<file path="config.mk">
export PLATFORM = sky130hd
export DESIGN_NAME = adpc_core
export DESIGN_NICKNAME = d
export VERILOG_FILES = /design/src/adpc_pkg.sv /design/src/adpc_core.sv /design/src/adpc_fmt.sv /design/src/adpc_rcdiv.sv
export VERILOG_INCLUDE_DIRS = /design/src
export SDC_FILE = /design/constraint.sdc
export NUM_CORES = 1
export LEC_CHECK = 0
export ABC_AREA = 1
export BUFFER_PORTS_ARGS = -buffer_cell sky130_fd_sc_hd__buf_2
export CAP_MARGIN = 20
export CORE_ASPECT_RATIO = 1.25
export CORE_MARGIN = 8
export CORE_UTILIZATION = 35
export CTS_CLUSTER_DIAMETER = 80
export DETAILED_ROUTE_END_ITERATION = 7
export GPL_ROUTABILITY_DRIVEN = 1
export HOLD_SLACK_MARGIN = 0.1
export PLACE_DENSITY_LB_ADDON = 0.05
export SYNTH_ARGS = -nofsm -noshare
export SYNTH_HDL_FRONTEND = slang
export SYNTH_SLANG_ARGS = --single-unit
</file>
<file path="constraint.sdc">
create_clock -name core_clk -period 2.6 [get_ports core_clk]
set_input_delay 0.39 -clock core_clk [delete_from_list [all_inputs] [get_ports core_clk]]
set_output_delay 0.39 -clock core_clk [all_outputs]
set_load 0.01 [all_outputs]
</file>
<file path="src/adpc_params.svh">
// Purpose: constants for the converter power, sleep and format control
// Assumes: 20 MHz core clock, one instruction cycle per core clock enable
// Notes: definitions only
`ifndef ADPC_PARAMS_SVH
`define ADPC_PARAMS_SVH

`define ADPC_RES_W 12
`define ADPC_BUS_W 16
`define ADPC_PINS 13
`define ADPC_DEPTH 16
`define ADPC_IDX_W 4
`define ADPC_FMT_INT 2'h0
`define ADPC_FMT_SINT 2'h1
`define ADPC_FMT_FRAC 2'h2
`define ADPC_FMT_SFRAC 2'h3
`define ADPC_RC_DIV 4'h4
`define ADPC_RC_DELAY_CYC 4'h1
`define ADPC_CONV_CYC 5'h0e
`define ADPC_SAMPLE_CYC 5'h03

`endif

</file>
<file path="src/adpc_pkg.sv">
// Purpose: shared types of the converter control block
// Assumes: constants come from adpc_params.svh
// Notes: types only
`include "adpc_params.svh"
package adpc_pkg;
  typedef struct packed {
    logic converter_on;
    logic rc_clock_select;
    logic stop_in_idle;
    logic [1:0] output_format_select;
    logic [3:0] ch0_input_select_a;
    logic [3:0] ch0_input_select_b;
  } adpc_ctrl_t;

  typedef struct packed {
    logic wr;
    logic rd;
    logic [`ADPC_IDX_W-1:0] idx;
    logic [`ADPC_BUS_W-1:0] wdata;
  } adpc_buf_req_t;

  typedef enum logic [4:0] {
    ADPC_OFF = 5'h01,
    ADPC_IDLE = 5'h02,
    ADPC_DELAY = 5'h04,
    ADPC_SAMPLE = 5'h08,
    ADPC_CONVERT = 5'h10
  } adpc_state_t;
endpackage

</file>
<file path="src/adpc_core.sv">
// Purpose: power, sleep, idle and reset control around a 12-bit converter
// Assumes: core model delivers its result on core_result when asked
// Notes: the result buffer is not reset, so its power-on contents are unknown
`timescale 1ns/1ps
`include "adpc_params.svh"
module adpc_core
  import adpc_pkg::*;
(
  input wire logic core_clk,
  input wire logic reset,
  input wire adpc_ctrl_t ctrl,
  input wire logic int_enable,
  input wire logic sleep_mode,
  input wire logic idle_mode,
  input wire logic start_conv,
  input wire logic done_clear,
  input wire adpc_buf_req_t buf_req,
  input wire logic [`ADPC_IDX_W-1:0] conv_channel,
  input wire logic [`ADPC_RES_W-1:0] core_result,
  input wire logic [`ADPC_PINS-1:0] analog_pin_config,
  input wire logic [`ADPC_PINS-1:0] pin_direction,
  input wire logic [`ADPC_PINS-1:0] pin_level,
  output logic [`ADPC_BUS_W-1:0] rd_data,
  output logic [`ADPC_PINS-1:0] port_rd_data,
  output logic analog_power,
  output logic conv_clk_en,
  output logic sample_en,
  output logic conv_busy,
  output logic conv_done,
  output logic wake_req,
  output logic sleep_off
);
  adpc_state_t state_r;
  adpc_state_t state_nxt;
  logic [`ADPC_RES_W-1:0] result_buffer [`ADPC_DEPTH];
  logic [4:0] cnt_r;
  logic [3:0] dly_r;
  logic rc_tick;
  logic clocks_run;
  logic rate_en;
  logic powered;
  logic complete;
  logic sleep_abort;
  logic chan_ok;
  logic [`ADPC_BUS_W-1:0] fmt_word;

  // Clocks only run when powered, and in Sleep only on the RC source
  assign powered = ctrl.converter_on && !sleep_off;
  assign clocks_run = powered && (!sleep_mode || ctrl.rc_clock_select)
    && !(idle_mode && ctrl.stop_in_idle);
  // Instruction clock enable is the core clock; RC source is the divider
  assign rate_en = ctrl.rc_clock_select ? rc_tick : 1'b1;
  // Instruction-clock conversion caught mid-flight by Sleep is dropped
  assign sleep_abort = sleep_mode && !ctrl.rc_clock_select;
  assign complete = (state_r == ADPC_CONVERT) && rate_en && (cnt_r == 5'h00);
  // Only a pin set as analog and direction input is a real analog source;
  // selects and direction do not gate the sequence itself
  // Channel codes past the last pin never start, rather than reading an unknown bit
  assign chan_ok = (conv_channel < `ADPC_IDX_W'(`ADPC_PINS))
    && analog_pin_config[conv_channel];

  adpc_rcdiv u_rcdiv (
    .core_clk(core_clk),
    .reset(reset),
    .run(clocks_run && ctrl.rc_clock_select),
    .tick(rc_tick)
  );

  // Sequencer next state
  always_comb begin
    state_nxt = state_r;
    unique case (state_r)
      ADPC_OFF: begin
        if (powered) begin
          state_nxt = ADPC_IDLE;
        end
      end
      ADPC_IDLE: begin
        if (start_conv && clocks_run && chan_ok) begin
          state_nxt = ctrl.rc_clock_select ? ADPC_DELAY : ADPC_SAMPLE;
        end
      end
      ADPC_DELAY: begin
        if (dly_r == 4'h0) begin
          state_nxt = ADPC_SAMPLE;
        end
      end
      ADPC_SAMPLE: begin
        if (rate_en && cnt_r == 5'h00) begin
          state_nxt = ADPC_CONVERT;
        end
      end
      ADPC_CONVERT: begin
        if (complete) begin
          state_nxt = ADPC_IDLE;
        end
      end
      default: state_nxt = ADPC_OFF;
    endcase
    if (!powered) begin
      state_nxt = ADPC_OFF;
    end else if (sleep_abort && state_r != ADPC_OFF) begin
      state_nxt = ADPC_IDLE;
    end
  end

  // State register; reset powers down and aborts
  always_ff @(posedge core_clk) begin
    if (reset) begin
      state_r <= ADPC_OFF;
    end else if (clocks_run || sleep_abort || !powered) begin
      state_r <= state_nxt;
    end
  end

  // One instruction-cycle start delay, then sample and convert counts
  always_ff @(posedge core_clk) begin
    if (reset) begin
      dly_r <= 4'h0;
      cnt_r <= 5'h00;
    end else if (state_r == ADPC_IDLE && state_nxt == ADPC_DELAY) begin
      dly_r <= `ADPC_RC_DELAY_CYC - 4'h1;
    end else if (state_r == ADPC_IDLE && state_nxt == ADPC_SAMPLE) begin
      cnt_r <= `ADPC_SAMPLE_CYC;
    end else if (state_r == ADPC_DELAY && clocks_run) begin
      if (dly_r != 4'h0) begin
        dly_r <= dly_r - 4'h1;
      end else begin
        cnt_r <= `ADPC_SAMPLE_CYC;
      end
    end else if (state_r == ADPC_SAMPLE && clocks_run && rate_en) begin
      cnt_r <= (cnt_r == 5'h00) ? `ADPC_CONV_CYC : cnt_r - 5'h01;
    end else if (state_r == ADPC_CONVERT && clocks_run && rate_en && cnt_r != 5'h00) begin
      cnt_r <= cnt_r - 5'h01;
    end
  end

  // Sleep power-down latch; converter-on itself is never touched
  always_ff @(posedge core_clk) begin
    if (reset || !ctrl.converter_on || !sleep_mode) begin
      sleep_off <= 1'b0;
    end else if (complete && clocks_run && !int_enable) begin
      sleep_off <= 1'b1;
    end
  end

  // Done flag: set wins over a same-cycle clear
  always_ff @(posedge core_clk) begin
    if (reset) begin
      conv_done <= 1'b0;
    end else if (complete && clocks_run) begin
      conv_done <= 1'b1;
    end else if (done_clear) begin
      conv_done <= 1'b0;
    end
  end

  // Wake pulse when a Sleep conversion finishes with interrupt enabled
  always_ff @(posedge core_clk) begin
    if (reset) begin
      wake_req <= 1'b0;
    end else begin
      wake_req <= complete && clocks_run && sleep_mode && int_enable;
    end
  end

  // Result storage has no reset so reset and Sleep leave it alone
  always_ff @(posedge core_clk) begin
    if (complete && clocks_run) begin
      result_buffer[conv_channel] <= core_result;
    end else if (buf_req.wr) begin
      result_buffer[buf_req.idx] <= buf_req.wdata[`ADPC_RES_W-1:0];
    end
  end

  adpc_fmt u_fmt (
    .fmt(ctrl.output_format_select),
    .res(result_buffer[buf_req.idx]),
    .word(fmt_word)
  );

  // Registered read data for the result buffer
  always_ff @(posedge core_clk) begin
    if (reset) begin
      rd_data <= 16'h0000;
    end else if (buf_req.rd) begin
      rd_data <= fmt_word;
    end
  end

  // Port read: analog pins read as zero; outputs convert their driven level
  always_ff @(posedge core_clk) begin
    if (reset) begin
      port_rd_data <= '0;
    end else begin
      port_rd_data <= pin_level & ~analog_pin_config;
    end
  end

  // Status and power outputs, registered
  always_ff @(posedge core_clk) begin
    if (reset) begin
      analog_power <= 1'b0;
      conv_clk_en <= 1'b0;
      sample_en <= 1'b0;
      conv_busy <= 1'b0;
    end else begin
      analog_power <= powered;
      conv_clk_en <= clocks_run && rate_en;
      sample_en <= (state_nxt == ADPC_SAMPLE) && clocks_run;
      conv_busy <= (state_nxt == ADPC_DELAY) || (state_nxt == ADPC_SAMPLE)
        || (state_nxt == ADPC_CONVERT);
    end
  end
endmodule

</file>
<file path="src/adpc_fmt.sv">
// Purpose: present a stored 12-bit result as a 16-bit bus word
// Assumes: format codes from the params header
// Notes: pure combinational, one instance per read path
`timescale 1ns/1ps
`include "adpc_params.svh"
module adpc_fmt (
  input wire logic [1:0] fmt,
  input wire logic [`ADPC_RES_W-1:0] res,
  output logic [`ADPC_BUS_W-1:0] word
);
  // Three read views of the same stored value; both fractional codes give the same word
  always_comb begin
    unique case (fmt)
      `ADPC_FMT_INT: word = {4'h0, res};
      `ADPC_FMT_SINT: word = {{4{res[11]}}, res};
      default: word = {res, 4'h0};
    endcase
  end
endmodule

</file>
<file path="src/adpc_rcdiv.sv">
// Purpose: enable pulse standing in for the internal RC converter clock
// Assumes: core clock free running, gated by run enable
// Notes: held idle (no pulse) whenever run is low
`timescale 1ns/1ps
`include "adpc_params.svh"
module adpc_rcdiv (
  input wire logic core_clk,
  input wire logic reset,
  input wire logic run,
  output logic tick
);
  logic [3:0] cnt_r;

  // Divider; clearing on stop keeps the clock parked at zero
  always_ff @(posedge core_clk) begin
    if (reset || !run) begin
      cnt_r <= 4'h0;
      tick <= 1'b0;
    end else if (cnt_r == `ADPC_RC_DIV - 4'h1) begin
      cnt_r <= 4'h0;
      tick <= 1'b1;
    end else begin
      cnt_r <= cnt_r + 4'h1;
      tick <= 1'b0;
    end
  end
endmodule

</file>
==> flow_summary.toml <==
[run_status]
outcome = "finished, final reports clean"

[worst_setup_path]
ff2ff_setup_slack_ns = 0.17
crit_path_end_kind = "register"
critical_path.reg2reg.endpoint = "result_buffer[2][10]"
critical-path-slowest-cell = "sky130_fd_sc_hd__dfxtp_1"
critical_path.startpoint_type = "register"
worst_ep_arrival_time_ns = 2.65
cp.required_ns = 2.82
timing.critical_path.slowest_cell_delay_ns = 0.29
critPathKind = "reg -> reg"
crit_path_start = "cnt_r[1]"
crit_fanout = 6
cp_num_cells = 12
critPathTopFamily = "simple AND/OR/NAND/NOR gates"
crit_buf_inv = 4
critical-path-top-cell-by-count = "sky130_fd_sc_hd__nand2_1"
cp_cell_sequence = "inv_1 > ha_1 > nand2_1 > nor2_1 > nand2_1 > inv_2 > nand3_2 > buf_4 > nand2_1 > nand3_2 > nor2_1 > buf_4"
worst-r2r-cell-count = 12
regToRegStartpoint = "cnt_r[1]"

[sta]
slew_headroom = 0.5501
clock.fmax_mhz = 411.4
timing.final.crit_share = 0.9350
final_number_of_setup_violating_endpoints = 0
final_count_of_pins_violating_max_slew = 0
finalWorstPathRequiredPeriod_ns = 2.431
endpoints_failing_hold = 0
hold-worst-slack_ns = 0.1392
worst_slew_pin_slew_ns = 0.6723
tns_ns = 0
finClkSkew_ns = 0.01857
grt_setup_unrepaired = "false"

[pwr]
ir_worst_vdd_mv = 0.4557
static-leakage-power_nw = 4.922
power_density_over_cell_area_nw_per_um2 = 672.9

[placed_design]
place_congestion = 0.7478
placed_area_sq_um = 11690
port-buffer-count = 107
hpwl_microns = 18260
placedCellCount = 1470

[cts]
clkSlewWorstSetupHoldPaths_ns = 0.06
clock_latency_ns = 0.53
setup_bufs_post_cts = 0
cts_made_buffers = 26
root_buffer = "sky130_fd_sc_hd__clkbuf_16"
tritoncts_clock_tree = "yes"
clock_sink_count = 247
htree_depth = 1
clockBufferDepth = 3

[global_route]
groute.usage.overall = 0.1572
antenna_violations_before_repair = 0
first_global_vias = 7662
grt_max_degree = 98
global_route.peak_usage_layer = "met2"
met1_usage = 0.1973
global_route.overflow_total = 0
use_met2 = 0.2732
grt_pass1_wl_microns = 43590
gr-usage-met3 = 0.02595

[detailed_routing]
final_antenna_net_count = 0
dr_total_vias = 7496
detail_route.iter0.violations = 442
final_routed_wirelength_microns = 28060
detailed_route_drc_error_count = 0
detailedRoute.firstPassIterationCount = 4
per_cell_routed_wire_length_microns = 18.17
detail_route.vias_per_cell = 4.855

[job]
drv.max_cap_violation_count = 0

[die]
chipWidth_microns = 170.0
ioPinCount = 133
rows = 70
initial_core_util = 0.3548
die_height_microns = 208.5
die_area_sq_um = 35460
coreArea_sq_um = 29250

[logic_synthesis]
yosys.area_share.simple = 0.1584
library_cells_used_by_synthesis = 41
postSynthCellCount = 962
synth_top_family_by_area = "simple AND/OR/NAND/NOR gates"
syn-mean-instance-area_sq_um = 10.79
synth-main-ff-cell = "sky130_fd_sc_hd__edfxtp_1"
yosys.area_share.xor_xnor = 0.004219
ffs_w_async_s_r_synth = 0
synth-edff-count = 192
synthesized_netlist_net_count = 1063
compound_gate_portion_of_the_synthesized_area = 0.1116
synth_adder_area_share = 0.004822
netlist_area_sq_um = 10380
mux_share_of_post_synthesis_cell_area = 0.01302
postSynthRegisterBits = 247
synth_warnings = 0
seq_area_frac_synth = 0.6615

[final_layout]
area_of_combinational_cells_with_multiple_inputs_sq_um = 3039
final_net_count = 1231
filler_cell_count = 2895
post-route-cell-area_sq_um = 12730
antenna-diode-count = 0
sequential_cell_area_sq_um = 6867
layout_stage_area_growth_over_the_synthesis_result_pct = 22.60
fin_cells = 1544
post_route_cells_drive_above_1_share = 0.2082

[hold_path]
min_delay_worst_endpoint = "analog_power"
worst_min_delay_path_startpoint = "ctrl[12]"
hold_path_depth = 3
hold_path_class = "in -> reg"
[cell families after synthesis]
logic type,after synthesis
AOI/OAI and AO/OA,188
xor gates and xnor gates,5
adders and majority gates,4
buffers and inverters,117
DFF,247
muxes,12
and+or+nand+nor,389
[timing repair]
item / in CTS / in global routing
gates resized for setup: 0 / 2
endpoints found under the setup margin: 0 / 23
hold endpoints to repair: 15 / 0
hold buffers: 28 / 0
[cells in the final DEF (no fill, tap or decap), types with 28 or more instances in the layout]
cell type                       Yosys  final
sky130_fd_sc_hd__buf_2             13    107
sky130_fd_sc_hd__buf_4              3     41
sky130_fd_sc_hd__dfxtp_1           55     55
sky130_fd_sc_hd__dlygate4sd3_1      0     28
sky130_fd_sc_hd__edfxtp_1         192    192
sky130_fd_sc_hd__inv_1             59     59
sky130_fd_sc_hd__nand2_1          141    141
sky130_fd_sc_hd__nand3_1           45     45
sky130_fd_sc_hd__nor2_1           173    172
sky130_fd_sc_hd__o21ai_0          102    102
sky130_fd_sc_hd__o221ai_1          30     30
[per-layer routing]
| layer | up-vias | part of all wire |
|---|---|---|
| met5 | - | 0 |
| met4 | 0 | 0.024 |
| met3 | 43 | 0.053 |
| met2 | 171 | 0.49 |
| met1 | 3578 | 0.43 |
| li1 | 3704 | - |
[synthesized netlist by cell type (all sizes together) (2+ instances only)]
master	count	area, sq um
ha	4	50.05
o221ai	30	262.8
o211ai	19	142.6
or2	3	18.77
clkbuf	27	101.4
nor3	4	20.02
nor2	176	673.1
o21ai	109	560.5
nand4	6	43.79
inv	72	270.3
o22ai	7	43.79
a21o	2	15.01
buf	18	110.1
nand3	53	312.8
mux2	12	135.1
xor2	4	35.03
a21oi	17	100.1
dfxtp	55	1101
edfxtp	192	5766
nand2	145	554.3
[registers in the layout, indices dropped and copies added, names as in the netlist]
signal         count
port_rd_data      13
rd_data           16
wake_req           1
conv_done          1
u_rcdiv.tick       1
sample_en          1
cnt_r              5
sleep_off          1
conv_busy          1
result_buffer    192
dly_r              4
analog_power       1
u_rcdiv.cnt_r      4
conv_clk_en        1
state_r            5
[cell type report]
type | instances | share of cell area
clock inverters | 8 | 0.002655
multi-input cells | 598 | 0.2388
well taps | 396 | 0.03893
clock buffers | 38 | 0.05634
flip-flops and latches | 247 | 0.5396
inverters | 72 | 0.02124
repair buffers | 185 | 0.1024
[tightest hold or removal path: stages]
cell,delay (ns)
sky130_fd_sc_hd__buf_2,0.11
sky130_fd_sc_hd__inv_2,0.07
sky130_fd_sc_hd__nor3_1,0.04
[report_power, final]
group          switching (mW)  leakage (nW)  internal (mW)
clock                    1.47         0.365           1.89
combinational           0.495          2.37          0.269
sequential             0.0339          2.18           4.40
[through the flow]
step / worst slack, ns / total power [mW] / util
after CTS: 0.1314 / 8.683 / 0.4348
after global placement: 0.1538 / 5.260 / 0.3995
final: 0.1691 / 8.564 / 0.4350
after global routing: 0.02794 / 8.896 / 0.4350
after floorplan: 0.1500 / 4.931 / -
after detailed placement: 0.1461 / 5.262 / 0.3995
[worst max-delay path by stage]
stage	slack, ns	to
4_1_cts	0.13	result_buffer[13][10]
3_3_place_gp	0.15	result_buffer[2][8]
2_1_floorplan	0.15	result_buffer[14][0]
5_1_grt	0.03	result_buffer[1][7]
6_report	0.17	result_buffer[2][10]
3_5_place_dp	0.15	result_buffer[13][1]
(Power assumes the default switching activity.)
